File: config.mk
export PLATFORM = sky130hd
export DESIGN_NAME = can_mode_wake
export DESIGN_NICKNAME = d
export VERILOG_FILES = /design/src/rtl/can_mode_pkg.sv /design/src/rtl/wake_if.sv /design/src/rtl/can_wake_detect.sv /design/src/rtl/can_mode_wake.sv
export SDC_FILE = /design/constraint.sdc
export NUM_CORES = 1
export LEC_CHECK = 0
export BUFFER_PORTS_ARGS = -buffer_cell sky130_fd_sc_hd__buf_4
export CAP_MARGIN = 20
export CORE_MARGIN = 8
export CORE_UTILIZATION = 40
export DETAILED_ROUTE_END_ITERATION = 10
export GPL_TIMING_DRIVEN = 0
export HOLD_SLACK_MARGIN = 0.15
export PLACE_DENSITY = 0.73
export SLEW_MARGIN = 20
export SYNTH_ARGS = -nofsm -noshare
export SYNTH_HDL_FRONTEND = slang
export SYNTH_SLANG_ARGS = --single-unit
File: constraint.sdc
create_clock -name ref_clk_in -period 1.8 [get_ports ref_clk_in]
set_input_delay 0 -clock ref_clk_in [delete_from_list [all_inputs] [get_ports ref_clk_in]]
set_output_delay 0 -clock ref_clk_in [all_outputs]
set_load 0.005 [all_outputs]
File: src/rtl/can_mode_pkg.sv
`default_nettype none
package can_mode_pkg;
  // operating modes of the transceiver
  typedef enum logic [1:0] {
    MODE_SLEEP   = 2'b00,
    MODE_TXRX    = 2'b01,
    MODE_RXONLY  = 2'b10
  } can_mode_t;

  // slew settings, fastest is the reset value
  localparam logic [1:0] SLEW_FAST    = 2'h0;
  localparam logic [1:0] SLEW_MEDIUM  = 2'h1;
  localparam logic [1:0] SLEW_SLOW    = 2'h2;

  localparam int unsigned CLK_HZ        = 40000000;
  localparam int unsigned CLK_PERIOD_PS = 25000;
  // valid dominant pulse: longer than 500 ns (least time, round up)
  localparam int unsigned PULSE_MIN_NS  = 500;
  localparam int unsigned PULSE_MIN_CYC =
    (PULSE_MIN_NS * 1000 + CLK_PERIOD_PS - 1) / CLK_PERIOD_PS;
  // single pulse wake: 2.0 us typical, taken as least time
  localparam int unsigned SINGLE_NS     = 2000;
  localparam int unsigned SINGLE_CYC    =
    (SINGLE_NS * 1000 + CLK_PERIOD_PS - 1) / CLK_PERIOD_PS;
  // pattern window: 120 us (longest time, round down)
  localparam int unsigned WINDOW_US     = 120;
  localparam int unsigned WINDOW_CYC    = (WINDOW_US * 1000000) / CLK_PERIOD_PS;
  localparam logic [1:0]  PATTERN_COUNT = 2'h3;
  // controller-side limit: 12 dominant bits under 300 us
  localparam int unsigned DOM_BITS_MAX  = 12;
  localparam int unsigned DOM_TMO_US    = 300;
endpackage
`default_nettype wire

File: src/rtl/wake_if.sv
`default_nettype none
interface wake_if;
  logic bus_dom;
  logic arm;
  logic single_sel;
  logic wake;
  modport detector (input bus_dom, input arm, input single_sel, output wake);
  modport ctrl     (output bus_dom, output arm, output single_sel, input wake);
endinterface
`default_nettype wire

File: src/rtl/can_wake_detect.sv
`default_nettype none
module can_wake_detect #(
  parameter int unsigned WIN_CYC = can_mode_pkg::WINDOW_CYC
) (
  input  wire logic     ref_clk_in,
  input  wire logic     reset_in,
  wake_if.detector      wk
);
  // ******************************
  // pulse length and window timers
  // ******************************
  logic [6:0]  plen_q;
  logic [6:0]  plen_d;
  logic [12:0] win_q;
  logic [12:0] win_d;
  logic [1:0]  cnt_q;
  logic [1:0]  cnt_d;
  logic        dom_q;
  logic        wake_q;

  wire fall      = dom_q && !wk.bus_dom;
  wire valid_end = fall && (plen_q >= 7'(can_mode_pkg::PULSE_MIN_CYC));
  wire win_exp   = (cnt_q != 2'h0) && (win_q == 13'(WIN_CYC));
  // fires once per long pulse so the interrupt stays a single-cycle pulse
  wire single_ok = wk.single_sel && wk.bus_dom &&
                   (plen_q == 7'(can_mode_pkg::SINGLE_CYC - 1));
  wire pat_ok    = !wk.single_sel && valid_end &&
                   (cnt_q == can_mode_pkg::PATTERN_COUNT - 2'h1) && !win_exp;

  assign plen_d = !wk.bus_dom ? 7'h00 : (plen_q == 7'h7F ? plen_q : plen_q + 7'h01);
  // short pulses neither advance nor clear the count
  assign cnt_d  = (!wk.arm || win_exp || pat_ok) ? 2'h0 :
                  (valid_end && !wk.single_sel) ? cnt_q + 2'h1 : cnt_q;
  // window starts at first valid pulse end
  assign win_d  = (cnt_d == 2'h0) ? 13'h0000 : win_q + 13'h0001;

  always_ff @(posedge ref_clk_in or posedge reset_in) begin
    if (reset_in) begin
      plen_q <= 7'h00;
      win_q  <= 13'h0000;
      cnt_q  <= 2'h0;
      dom_q  <= 1'b0;
      wake_q <= 1'b0;
    end else begin
      plen_q <= plen_d;
      win_q  <= win_d;
      cnt_q  <= cnt_d;
      dom_q  <= wk.bus_dom;
      wake_q <= wk.arm && (pat_ok || single_ok);
    end
  end
  assign wk.wake = wake_q;

  count_clear_a: assert property (@(posedge ref_clk_in) disable iff (reset_in)
    win_exp |=> cnt_q == 2'h0) else $error("window expiry kept count");
  short_ignored_a: assert property (@(posedge ref_clk_in) disable iff (reset_in)
    (wk.arm && !win_exp && fall && plen_q < 7'(can_mode_pkg::PULSE_MIN_CYC))
    |=> $stable(cnt_q)) else $error("short pulse changed count");
  cov_pattern: cover property (@(posedge ref_clk_in) pat_ok);
  cov_single:  cover property (@(posedge ref_clk_in) single_ok && wk.arm);
endmodule
`default_nettype wire

File: src/rtl/can_mode_wake.sv
`default_nettype none
// Operation
// - tx/rx mode: driver and receiver active
// - receive-only: driver off, tx pin ignored
// - active modes need bus regulator on
// - driver enables in normal with tx high
// - tx low dominant, tx high recessive
// - awake: rx low when dominant, high when recessive; rx held high in sleep
// - split active when awake, floating in sleep
// - three slew settings, fastest by default
// - sleep: drivers off, terminations grounded
// - wake detection enabled by setting
// - wake sets flags, pulses interrupt, wakes if low power mode
// - pattern: three pulses over 500 ns, 120 us
// - single-pulse select: one 2 us pulse
// - leaving sleep returns lines recessive first
module can_mode_wake #(
  parameter int unsigned WIN_CYC = can_mode_pkg::WINDOW_CYC
) (
  input  wire logic       ref_clk_in,
  input  wire logic       reset_in,
  input  wire logic [1:0] mode_sel_in,
  input  wire logic       normal_mode_in,
  input  wire logic       low_power_mode_in,
  input  wire logic       bus_reg_on_in,
  input  wire logic [1:0] slew_sel_in,
  input  wire logic       slew_wr_in,
  input  wire logic       wake_en_in,
  input  wire logic       single_pulse_wake_select_in,
  input  wire logic       wake_flag_clr_in,
  input  wire logic       tx_pin_in,
  input  wire logic       bus_diff_dom_in,
  output logic            rx_pin_out,
  output logic            drv_en_out,
  output logic            drv_dominant_out,
  output logic            rcv_en_out,
  output logic            split_en_out,
  output logic            term_gnd_out,
  output logic            wake_rcv_en_out,
  output logic [1:0]      slew_out,
  output logic            wake_flag_out,
  output logic            int_pulse_out,
  output logic            wake_req_out,
  output logic [1:0]      mode_out
);
  // ******************************
  // pin synchronisers
  // ******************************
  logic [2:0] tx_sync_q;
  logic [2:0] bus_sync_q;
  logic       tx_q;
  logic       bus_dom_q;

  always_ff @(posedge ref_clk_in or posedge reset_in) begin
    if (reset_in) begin
      tx_sync_q  <= 3'h7;
      bus_sync_q <= 3'h0;
      tx_q       <= 1'b1;
      bus_dom_q  <= 1'b0;
    end else begin
      tx_sync_q  <= {tx_sync_q[1:0], tx_pin_in};
      bus_sync_q <= {bus_sync_q[1:0], bus_diff_dom_in};
      if (tx_sync_q[1] == tx_sync_q[2]) tx_q <= tx_sync_q[2];
      if (bus_sync_q[1] == bus_sync_q[2]) bus_dom_q <= bus_sync_q[2];
    end
  end

  // ******************************
  // mode decode
  // ******************************
  can_mode_pkg::can_mode_t mode_q;
  can_mode_pkg::can_mode_t mode_d;
  logic       drv_en_q;
  logic       drv_en_d;
  logic [1:0] slew_q;
  logic       wake_flag_q;
  logic       int_q;
  logic       wake_req_q;

  // awake modes fall back to sleep without the bus regulator
  wire req_txrx   = mode_sel_in == can_mode_pkg::MODE_TXRX;
  wire req_rxonly = mode_sel_in == can_mode_pkg::MODE_RXONLY;
  wire awake_ok   = bus_reg_on_in && !low_power_mode_in;
  assign mode_d   = !awake_ok ? can_mode_pkg::MODE_SLEEP :
                    req_txrx ? can_mode_pkg::MODE_TXRX :
                    req_rxonly ? can_mode_pkg::MODE_RXONLY : can_mode_pkg::MODE_SLEEP;
  // driver follows the next mode so it never lingers a cycle after tx/rx ends
  wire to_txrx    = mode_d == can_mode_pkg::MODE_TXRX;
  wire in_sleep   = mode_q == can_mode_pkg::MODE_SLEEP;

  // enable only from recessive tx, so a wake from sleep starts recessive
  assign drv_en_d = (to_txrx && normal_mode_in) &&
                    (drv_en_q || tx_q);

  wire wake_hit;
  wake_if wk ();
  assign wk.bus_dom    = bus_dom_q;
  assign wk.arm        = in_sleep && wake_en_in;
  assign wk.single_sel = single_pulse_wake_select_in;
  assign wake_hit      = wk.wake;

  can_wake_detect #(.WIN_CYC(WIN_CYC)) u_wake (
    .ref_clk_in (ref_clk_in),
    .reset_in   (reset_in),
    .wk         (wk)
  );

  always_ff @(posedge ref_clk_in or posedge reset_in) begin
    if (reset_in) begin
      mode_q      <= can_mode_pkg::MODE_SLEEP;
      drv_en_q    <= 1'b0;
      slew_q      <= can_mode_pkg::SLEW_FAST;
      wake_flag_q <= 1'b0;
      int_q       <= 1'b0;
      wake_req_q  <= 1'b0;
    end else begin
      mode_q   <= mode_d;
      drv_en_q <= drv_en_d;
      // unused code loads fastest setting
      if (slew_wr_in) slew_q <= (slew_sel_in > can_mode_pkg::SLEW_SLOW) ?
                                  can_mode_pkg::SLEW_FAST : slew_sel_in;
      // set wins over clear
      wake_flag_q <= wake_hit | (wake_flag_q & ~wake_flag_clr_in);
      int_q       <= wake_hit;
      wake_req_q  <= wake_hit && low_power_mode_in;
    end
  end

  // ******************************
  // outputs
  // ******************************
  // receive-only leaves driver off and tx unused
  assign drv_en_out       = drv_en_q;
  assign drv_dominant_out = drv_en_q && !tx_q;
  assign rcv_en_out       = !in_sleep;
  assign rx_pin_out       = in_sleep ? 1'b1 : !bus_dom_q;
  assign split_en_out     = !in_sleep;
  assign term_gnd_out     = in_sleep;
  assign wake_rcv_en_out  = in_sleep && wake_en_in;
  assign slew_out         = slew_q;
  assign wake_flag_out    = wake_flag_q;
  assign int_pulse_out    = int_q;
  assign wake_req_out     = wake_req_q;
  assign mode_out         = mode_q;

  drv_rxonly_a: assert property (@(posedge ref_clk_in) disable iff (reset_in)
    mode_q == can_mode_pkg::MODE_RXONLY |-> !drv_en_out) else $error("driver on rx-only");
  reg_needed_a: assert property (@(posedge ref_clk_in) disable iff (reset_in)
    !bus_reg_on_in |=> in_sleep) else $error("awake without regulator");
  drv_enable_a: assert property (@(posedge ref_clk_in) disable iff (reset_in)
    $rose(drv_en_out) |-> $past(tx_q)) else $error("driver enabled while dominant");
  tx_dominant_a: assert property (@(posedge ref_clk_in) disable iff (reset_in)
    drv_en_out && !tx_q |-> drv_dominant_out) else $error("tx low not dominant");
  rx_report_a: assert property (@(posedge ref_clk_in) disable iff (reset_in)
    !in_sleep |-> rx_pin_out == !bus_dom_q) else $error("rx wrong level");
  sleep_split_a: assert property (@(posedge ref_clk_in) disable iff (reset_in)
    in_sleep |-> !split_en_out && term_gnd_out && !drv_en_out) else $error("sleep outputs");
  wake_gate_a: assert property (@(posedge ref_clk_in) disable iff (reset_in)
    !wake_en_in [*2] |-> !wake_hit) else $error("wake while disabled");
  wake_flag_a: assert property (@(posedge ref_clk_in) disable iff (reset_in)
    wake_hit |=> (wake_flag_out && int_pulse_out) ##1 (!int_pulse_out || wake_hit))
    else $error("wake flag or pulse missing");
  cov_txrx:   cover property (@(posedge ref_clk_in) drv_dominant_out);
  cov_wake:   cover property (@(posedge ref_clk_in) wake_req_out);
  cov_rxonly: cover property (@(posedge ref_clk_in) mode_q == can_mode_pkg::MODE_RXONLY);
endmodule
`default_nettype wire

---- Word level (Yosys, flattened, before mapping) ----
Index checks and enable logic that the tools add are counted.
storage, ports and cells
  bits in registers ....................... 40
  input bits .............................. 15
  output and inout bits ................... 14
  word-level logic and storage cells ...... 72
cells by class
  add/sub/neg operators ................... 3
  magnitude comparators ................... 2
  eq/ne operators ......................... 10
  mux-type cells .......................... 10
  bitwise operators ....................... 3
  reductions and logical operators ........ 29
operators by type and width
  kind                                                  count
  logical AND 1 bit                                     15
  == test 7 bit (second input constant)                 2
  two-way mux 7 bit                                     2
  adder 13 x 1 -> 13 bit (second input constant)        1
  == test 13 bit (second input constant)                1
  two-way mux 13 bit                                    1
  two-way mux 2 bit                                     6
  adder 7 x 1 -> 7 bit (second input constant)          1
  >= comparator 7 x 5 -> 1 bit (second input constant)  1
  logical NOT 1 bit                                     7
  == test 2 x 1 -> 1 bit (second input constant)        2
  == test 2 bit (second input constant)                 2
  logical NOT 2 bit                                     2
  logical OR 1 bit                                      4
  adder 2 x 1 -> 2 bit (second input constant)          1
  == test 1 bit                                         2
  > comparator 2 bit (second input constant)            1
  != test 2 bit (second input constant)                 1
  nonzero test 2 bit                                    1
  AND 1 bit                                             1
  two-way mux 1 bit                                     1
  inverter 1 bit                                        1
  OR 1 bit                                              1

---- Logic depth before layout (Yosys ltp) ----
  word-level depth ........................ 10
  mapped depth ............................ 7
  gate-level depth less buffers ........... 6

---- Cells and area by module ----
Synthesis repeated with hierarchy kept, for this count alone.
unflattened totals
  cells, all modules ...................... 170
  area total of the unflattened synthesis .. 1919.3 um^2
modules (own cells, without submodules)
  module           instances  cells an instance  area an instance (um^2)
  can_wake_detect  1          133                1370.1
  can_mode_wake    1          37                 549.3

---- Worst setup path before layout ----
No wires, ideal clock.
  path type ............................... reg2reg
  start ................................... register u_wake.cnt_q[0]
  end ..................................... register u_wake.win_q[10]
  data arrival time ....................... 1813 ps
  slack ................................... -136 ps
  cell stages (with the launch flop) ...... 8
  path buffers ............................ 1
  cell sequence ........................... dfrtp_1 inv_1 ha_1 or4_1 or4_4 nand3_2 buf_8 nor3_1
on the way
  word-level cells in the longest chain between the ends .. 8
  elaborated cells on any way between the ends .. 13
ends and longest elaborated chain
  item                                                          RTL line               RTL
  start: declaration                                            can_wake_detect.sv:16  logic [1:0] cnt_q;
  start signal: assignment                                      can_wake_detect.sv:47  cnt_q <= cnt_d;
  branches (longest 5 deep; another with adder 2 x 1 -> 2 bit)  --
  two-way mux 2 bit (*)                                         can_wake_detect.sv:32  assign cnt_d = (!wk.arm || win_exp || pat_ok) ? 2'h0 :
  logical NOT 2 bit (*)                                         can_wake_detect.sv:35  assign win_d = (cnt_d == 2'h0) ? 13'h0000 : win_q + 13'h0001;
  two-way mux 13 bit (*)                                        can_wake_detect.sv:35
  named net u_wake.win_d[10]                                    can_wake_detect.sv:15  logic [12:0] win_d;
  end signal: assignment                                        can_wake_detect.sv:46  win_q <= win_d;
  end: declaration                                              can_wake_detect.sv:14  logic [12:0] win_q;
Mark *: on every way through the listed nets, which the timed path passes.
A chain may end at the register's enable or synchronous reset.

---- Final worst setup path ----
  start ................................... register u_wake.win_q[3]
  end ..................................... register u_wake.win_q[4]
on the way
  word-level cells in the longest chain between the ends .. 8
  elaborated cells on any way between the ends .. 10
ends and longest elaborated chain
  item                       RTL line               RTL
  == test 13 bit             can_wake_detect.sv:23  wire win_exp = (cnt_q != 2'h0) && (win_q == 13'(WIN_CYC));
  logical AND 1 bit          can_wake_detect.sv:23
  logical NOT 1 bit          can_wake_detect.sv:28  (cnt_q == can_mode_pkg::PATTERN_COUNT - 2'h1) && !win_exp;
  logical AND 1 bit          can_wake_detect.sv:28
  logical OR 1 bit           can_wake_detect.sv:32
  two-way mux 2 bit          can_wake_detect.sv:32
  logical NOT 2 bit          can_wake_detect.sv:35
  two-way mux 13 bit (*)     can_wake_detect.sv:35
  named net u_wake.win_d[4]  can_wake_detect.sv:15
Mark *: on every way through the listed nets, which the timed path passes. The rest lies on a longest branch.

==> flow_summary.toml <==
[run_status]
status = "finished, violations left"
violations = "setup timing"

[critical_path]
startpoint_type = "flip-flop"
cp-end-kind = "flip-flop"
worstPathCellList = "or4_1, or4_4, nand3_4, clkbuf_16, nor3_1"
cp.buffers_inverters = 1
required_ns = 1.98
crit_type = "reg -> reg"
slowest_delay_ns = 0.58
crit_family = "simple AND/OR/NAND/NOR gates"
crit_fanout = 5
worst_path_max_delay_cell = "or4_4"
critical_path_arrival_ns = 2.13

[clock_network]
clockRootBuffer = "clkbuf_8"
cts_made_buffers = 5
cts.clk_slew.worst_paths_ns = 0.08
cts.sinks = 40
cts_max_level = 2
worstSkewPairLatency_ns = 0.30
clk_path_buf_depth = 2
cts_tree = "built"

[die]
die_y_um = 83.40
num_rows = 24
fp.dieW_um = 83.40
start_util_pct = 41.72
core_um2 = 4354
num_io_pins = 29
dieArea_um2 = 6955

[layout]
syn2layout_area_growth_pct = 39.74
fillers = 338
fin_util_pct = 58.30
antennaDiodeCount = 0
stdcell_count = 281
drive_above_1_share_pct = 30.57
nets = 249
design_area_um2 = 2539

[sta]
fin_crit_sh_pct = 108.3
setup_viol_count_final = 16
max_freq_mhz = 513.1
finalHoldViolCount = 0
slew_violations = 0
rsz0062_at_grt = "yes"
finalSetupTns_ns = -1.690
relSlewSlack_pct = 71.43
period_minus_slack_ns = 1.949
worst_pin_slew_ns = 0.4285
fin_hold_ws_ns = 0.2181
fin_ws_ns = -0.1490
skew_ns = 0.009181

[yosys]
syn_nets = 188
netlist_area_um2 = 1817
synth_area_per_cell_um2 = 10.88
synth_xor_area_share_pct = 6.267
synth-compound-area-share_pct = 5.785
ys_ff_latch = 40
syn_inst = 167
ys.warnings.count = 0
ys_seq_area_share_pct = 55.37
yosys.area_share.simple_pct = 21.76
synthMuxAreaShare_pct = 1.171
yosys.cell_types.count = 43
synth_top_family_by_area = "simple AND/OR/NAND/NOR gates"
synth_fa_ha_area_share_pct = 5.234

[power]
powerDensity_nw_per_um2 = 760.2
leakagePower_nw = 1.165
ir_worst_vdd_mv = 0.5761

[routing]
drtIter0Drc = 37
dr_total_vias = 1414
via_per_inst = 5.032
drc = 0
drt_wl_total_um = 4115
firstDrtPassIters = 4
wl_per_cell_um = 14.64
ant_nets = 0

[flow_run]
cap_violations = 0

[global_route]
grt_pass1_wl_um = 6789
antenna_found_initial = 0
globalRouteOverflowTotal = 0
grt_pass1_vias = 1519
grt_usage_pct = 11.89
grt_max_degree = 35

[placed_design]
io_buffers = 28
dpl.cell_count = 248
dp_hpwl_um = 2480
place.gp.congestion = 0.7714
placed_area_um2 = 2120

[min_path]
hp-class = "in -> reg"
-- power breakdown --
group | leakage [nW] | switching [mW] | total, mW | internal [mW]
registers | 0.529 | 0.0220 | 0.953 | 0.931
logic | 0.572 | 0.0785 | 0.180 | 0.101
clock network | 0.0645 | 0.308 | 0.797 | 0.489
-- per-layer routing --
layer / track usage (%) / vias to the layer above / wire [um]
met5: 0 / - / 0
met4: 8.466 / 0 / 94
met3: 3.418 / 9 / 142
met2: 19.94 / 24 / 2208
met1: 12.46 / 689 / 1669
li1: - / 692 / -
-- worst register-to-register path, delay by kind of cell (launching register included) --
family / cells / cell delay [ns]
buffers and inverters: 1 / 0.16
DFF: 1 / 0.39
and+or+nand+nor: 4 / 1.28
-- cells by family after synthesis --
| logic type | after synthesis |
|---|---|
| XOR/XNOR | 13 |
| buffers and inverters | 17 |
| multiplexers | 2 |
| AND/OR/NAND/NOR | 70 |
| AO/OA/AOI/OAI | 17 |
| flip-flops | 40 |
| adder cells (fa/ha/maj) | 8 |
-- cell usage in the layout, fill, tap and decap left out, types with 2 or more instances in the layout --
master and count:
a21oi_1 2, a21oi_2 2, and2_1 6, buf_4 36, clkbuf_1 2, clkbuf_8 7, dfrtp_1 36, dfstp_2 4
dlygate4sd3_1 16, ha_1 5, inv_1 10, inv_2 2, maj3_1 2, nand2_1 12, nand3_1 5, nand4_1 6
nor2_1 8, nor2b_1 2, nor3_1 12, nor3b_1 2, nor4bb_1 2, o21ai_0 4, o21ai_2 2, or4_4 2
xnor2_1 3, xor2_1 10
-- sequential cells by signal, indices dropped and copies added (netlist names), 2 cells and up --
name and count:
slew_out 2, tx_sync_q 3, u_wake.cnt_q 2, u_wake.plen_q 7
mode_out 2, bus_sync_q 3, u_wake.win_q 13
-- synthesized netlist by cell type --
cell / count / area [um^2]
a21boi_0: 1 / 7.510
a21o_1: 1 / 7.510
a21oi_1: 4 / 20.02
and2_1: 6 / 37.54
and3_1: 1 / 6.260
and3_2: 1 / 7.510
and4_1: 1 / 8.760
and4_2: 1 / 10.01
buf_2: 1 / 5.000
buf_4: 1 / 7.510
buf_8: 1 / 15.01
clkbuf_1: 2 / 7.510
dfrtp_1: 36 / 900.9
dfstp_2: 4 / 105.1
ha_1: 6 / 75.07
inv_1: 12 / 45.04
maj3_1: 2 / 20.02
mux2_2: 1 / 11.26
mux2i_1: 1 / 10.01
nand2_1: 13 / 48.80
nand2b_1: 1 / 6.260
nand3_1: 5 / 25.02
nand3_2: 1 / 10.01
nand3b_1: 1 / 7.510
nand4_1: 6 / 37.54
nor2_1: 8 / 30.03
nor2b_1: 2 / 12.51
nor3_1: 13 / 65.06
nor3b_1: 2 / 15.01
nor4bb_1: 2 / 20.02
o2111ai_1: 1 / 8.760
o211a_1: 1 / 10.01
o211ai_1: 1 / 7.510
o21a_1: 1 / 7.510
o21ai_0: 6 / 30.03
o22ai_1: 1 / 6.260
or2_2: 1 / 6.260
or3_1: 1 / 6.260
or3b_2: 1 / 8.760
or4_1: 2 / 15.01
or4_4: 1 / 11.26
xnor2_1: 3 / 26.28
xor2_1: 10 / 87.58
-- area by class of cell --
cell class | count | area, um^2 | share of cell area [%]
buffer | 5 | 35.03 | 1.380
clock buffer | 7 | 96.34 | 3.795
clock inverter | 1 | 30.03 | 1.183
inverter | 12 | 45.04 | 1.774
multi-input combinational | 110 | 782.0 | 30.80
sequential | 40 | 1006 | 39.63
tap | 52 | 65.06 | 2.563
timing repair buffer | 54 | 479.2 | 18.88
-- final timing paths --
path                                 start               to  slack [ns]  cells after the start
max                        u_wake.win_q[3]  u_wake.win_q[4]       -0.15                      5
max in group asynchronous         reset_in     tx_sync_q[2]        0.61                      5
min in group asynchronous         reset_in    bus_sync_q[0]        0.71                      4
min reg2reg                  bus_sync_q[0]    bus_sync_q[1]        0.35                      0
max reg2reg                u_wake.win_q[3]  u_wake.win_q[4]       -0.15                      5
min                             wake_en_in  u_wake.cnt_q[0]        0.22                      4
-- stage by stage --
stage / worst slack, ns / total power [mW]
after floorplan: -0.04016 / 1.036
after global placement: -0.1698 / 1.097
after detailed placement: -0.2427 / 1.107
after CTS: -0.1522 / 1.939
after global routing: -0.2023 / 2.009
final: -0.1490 / 1.930
-- timing repair --
action / in CTS / in global routing
buffers inserted: 5 / 3
gates cloned: 0 / 1
hold buffers: 16 / 0
resized for setup: 11 / 3
setup endpoints to repair: 16 / 16
pin swaps: 2 / 2
endpoints found under the hold margin: 52 / 0
(Power assumes the default switching activity.)
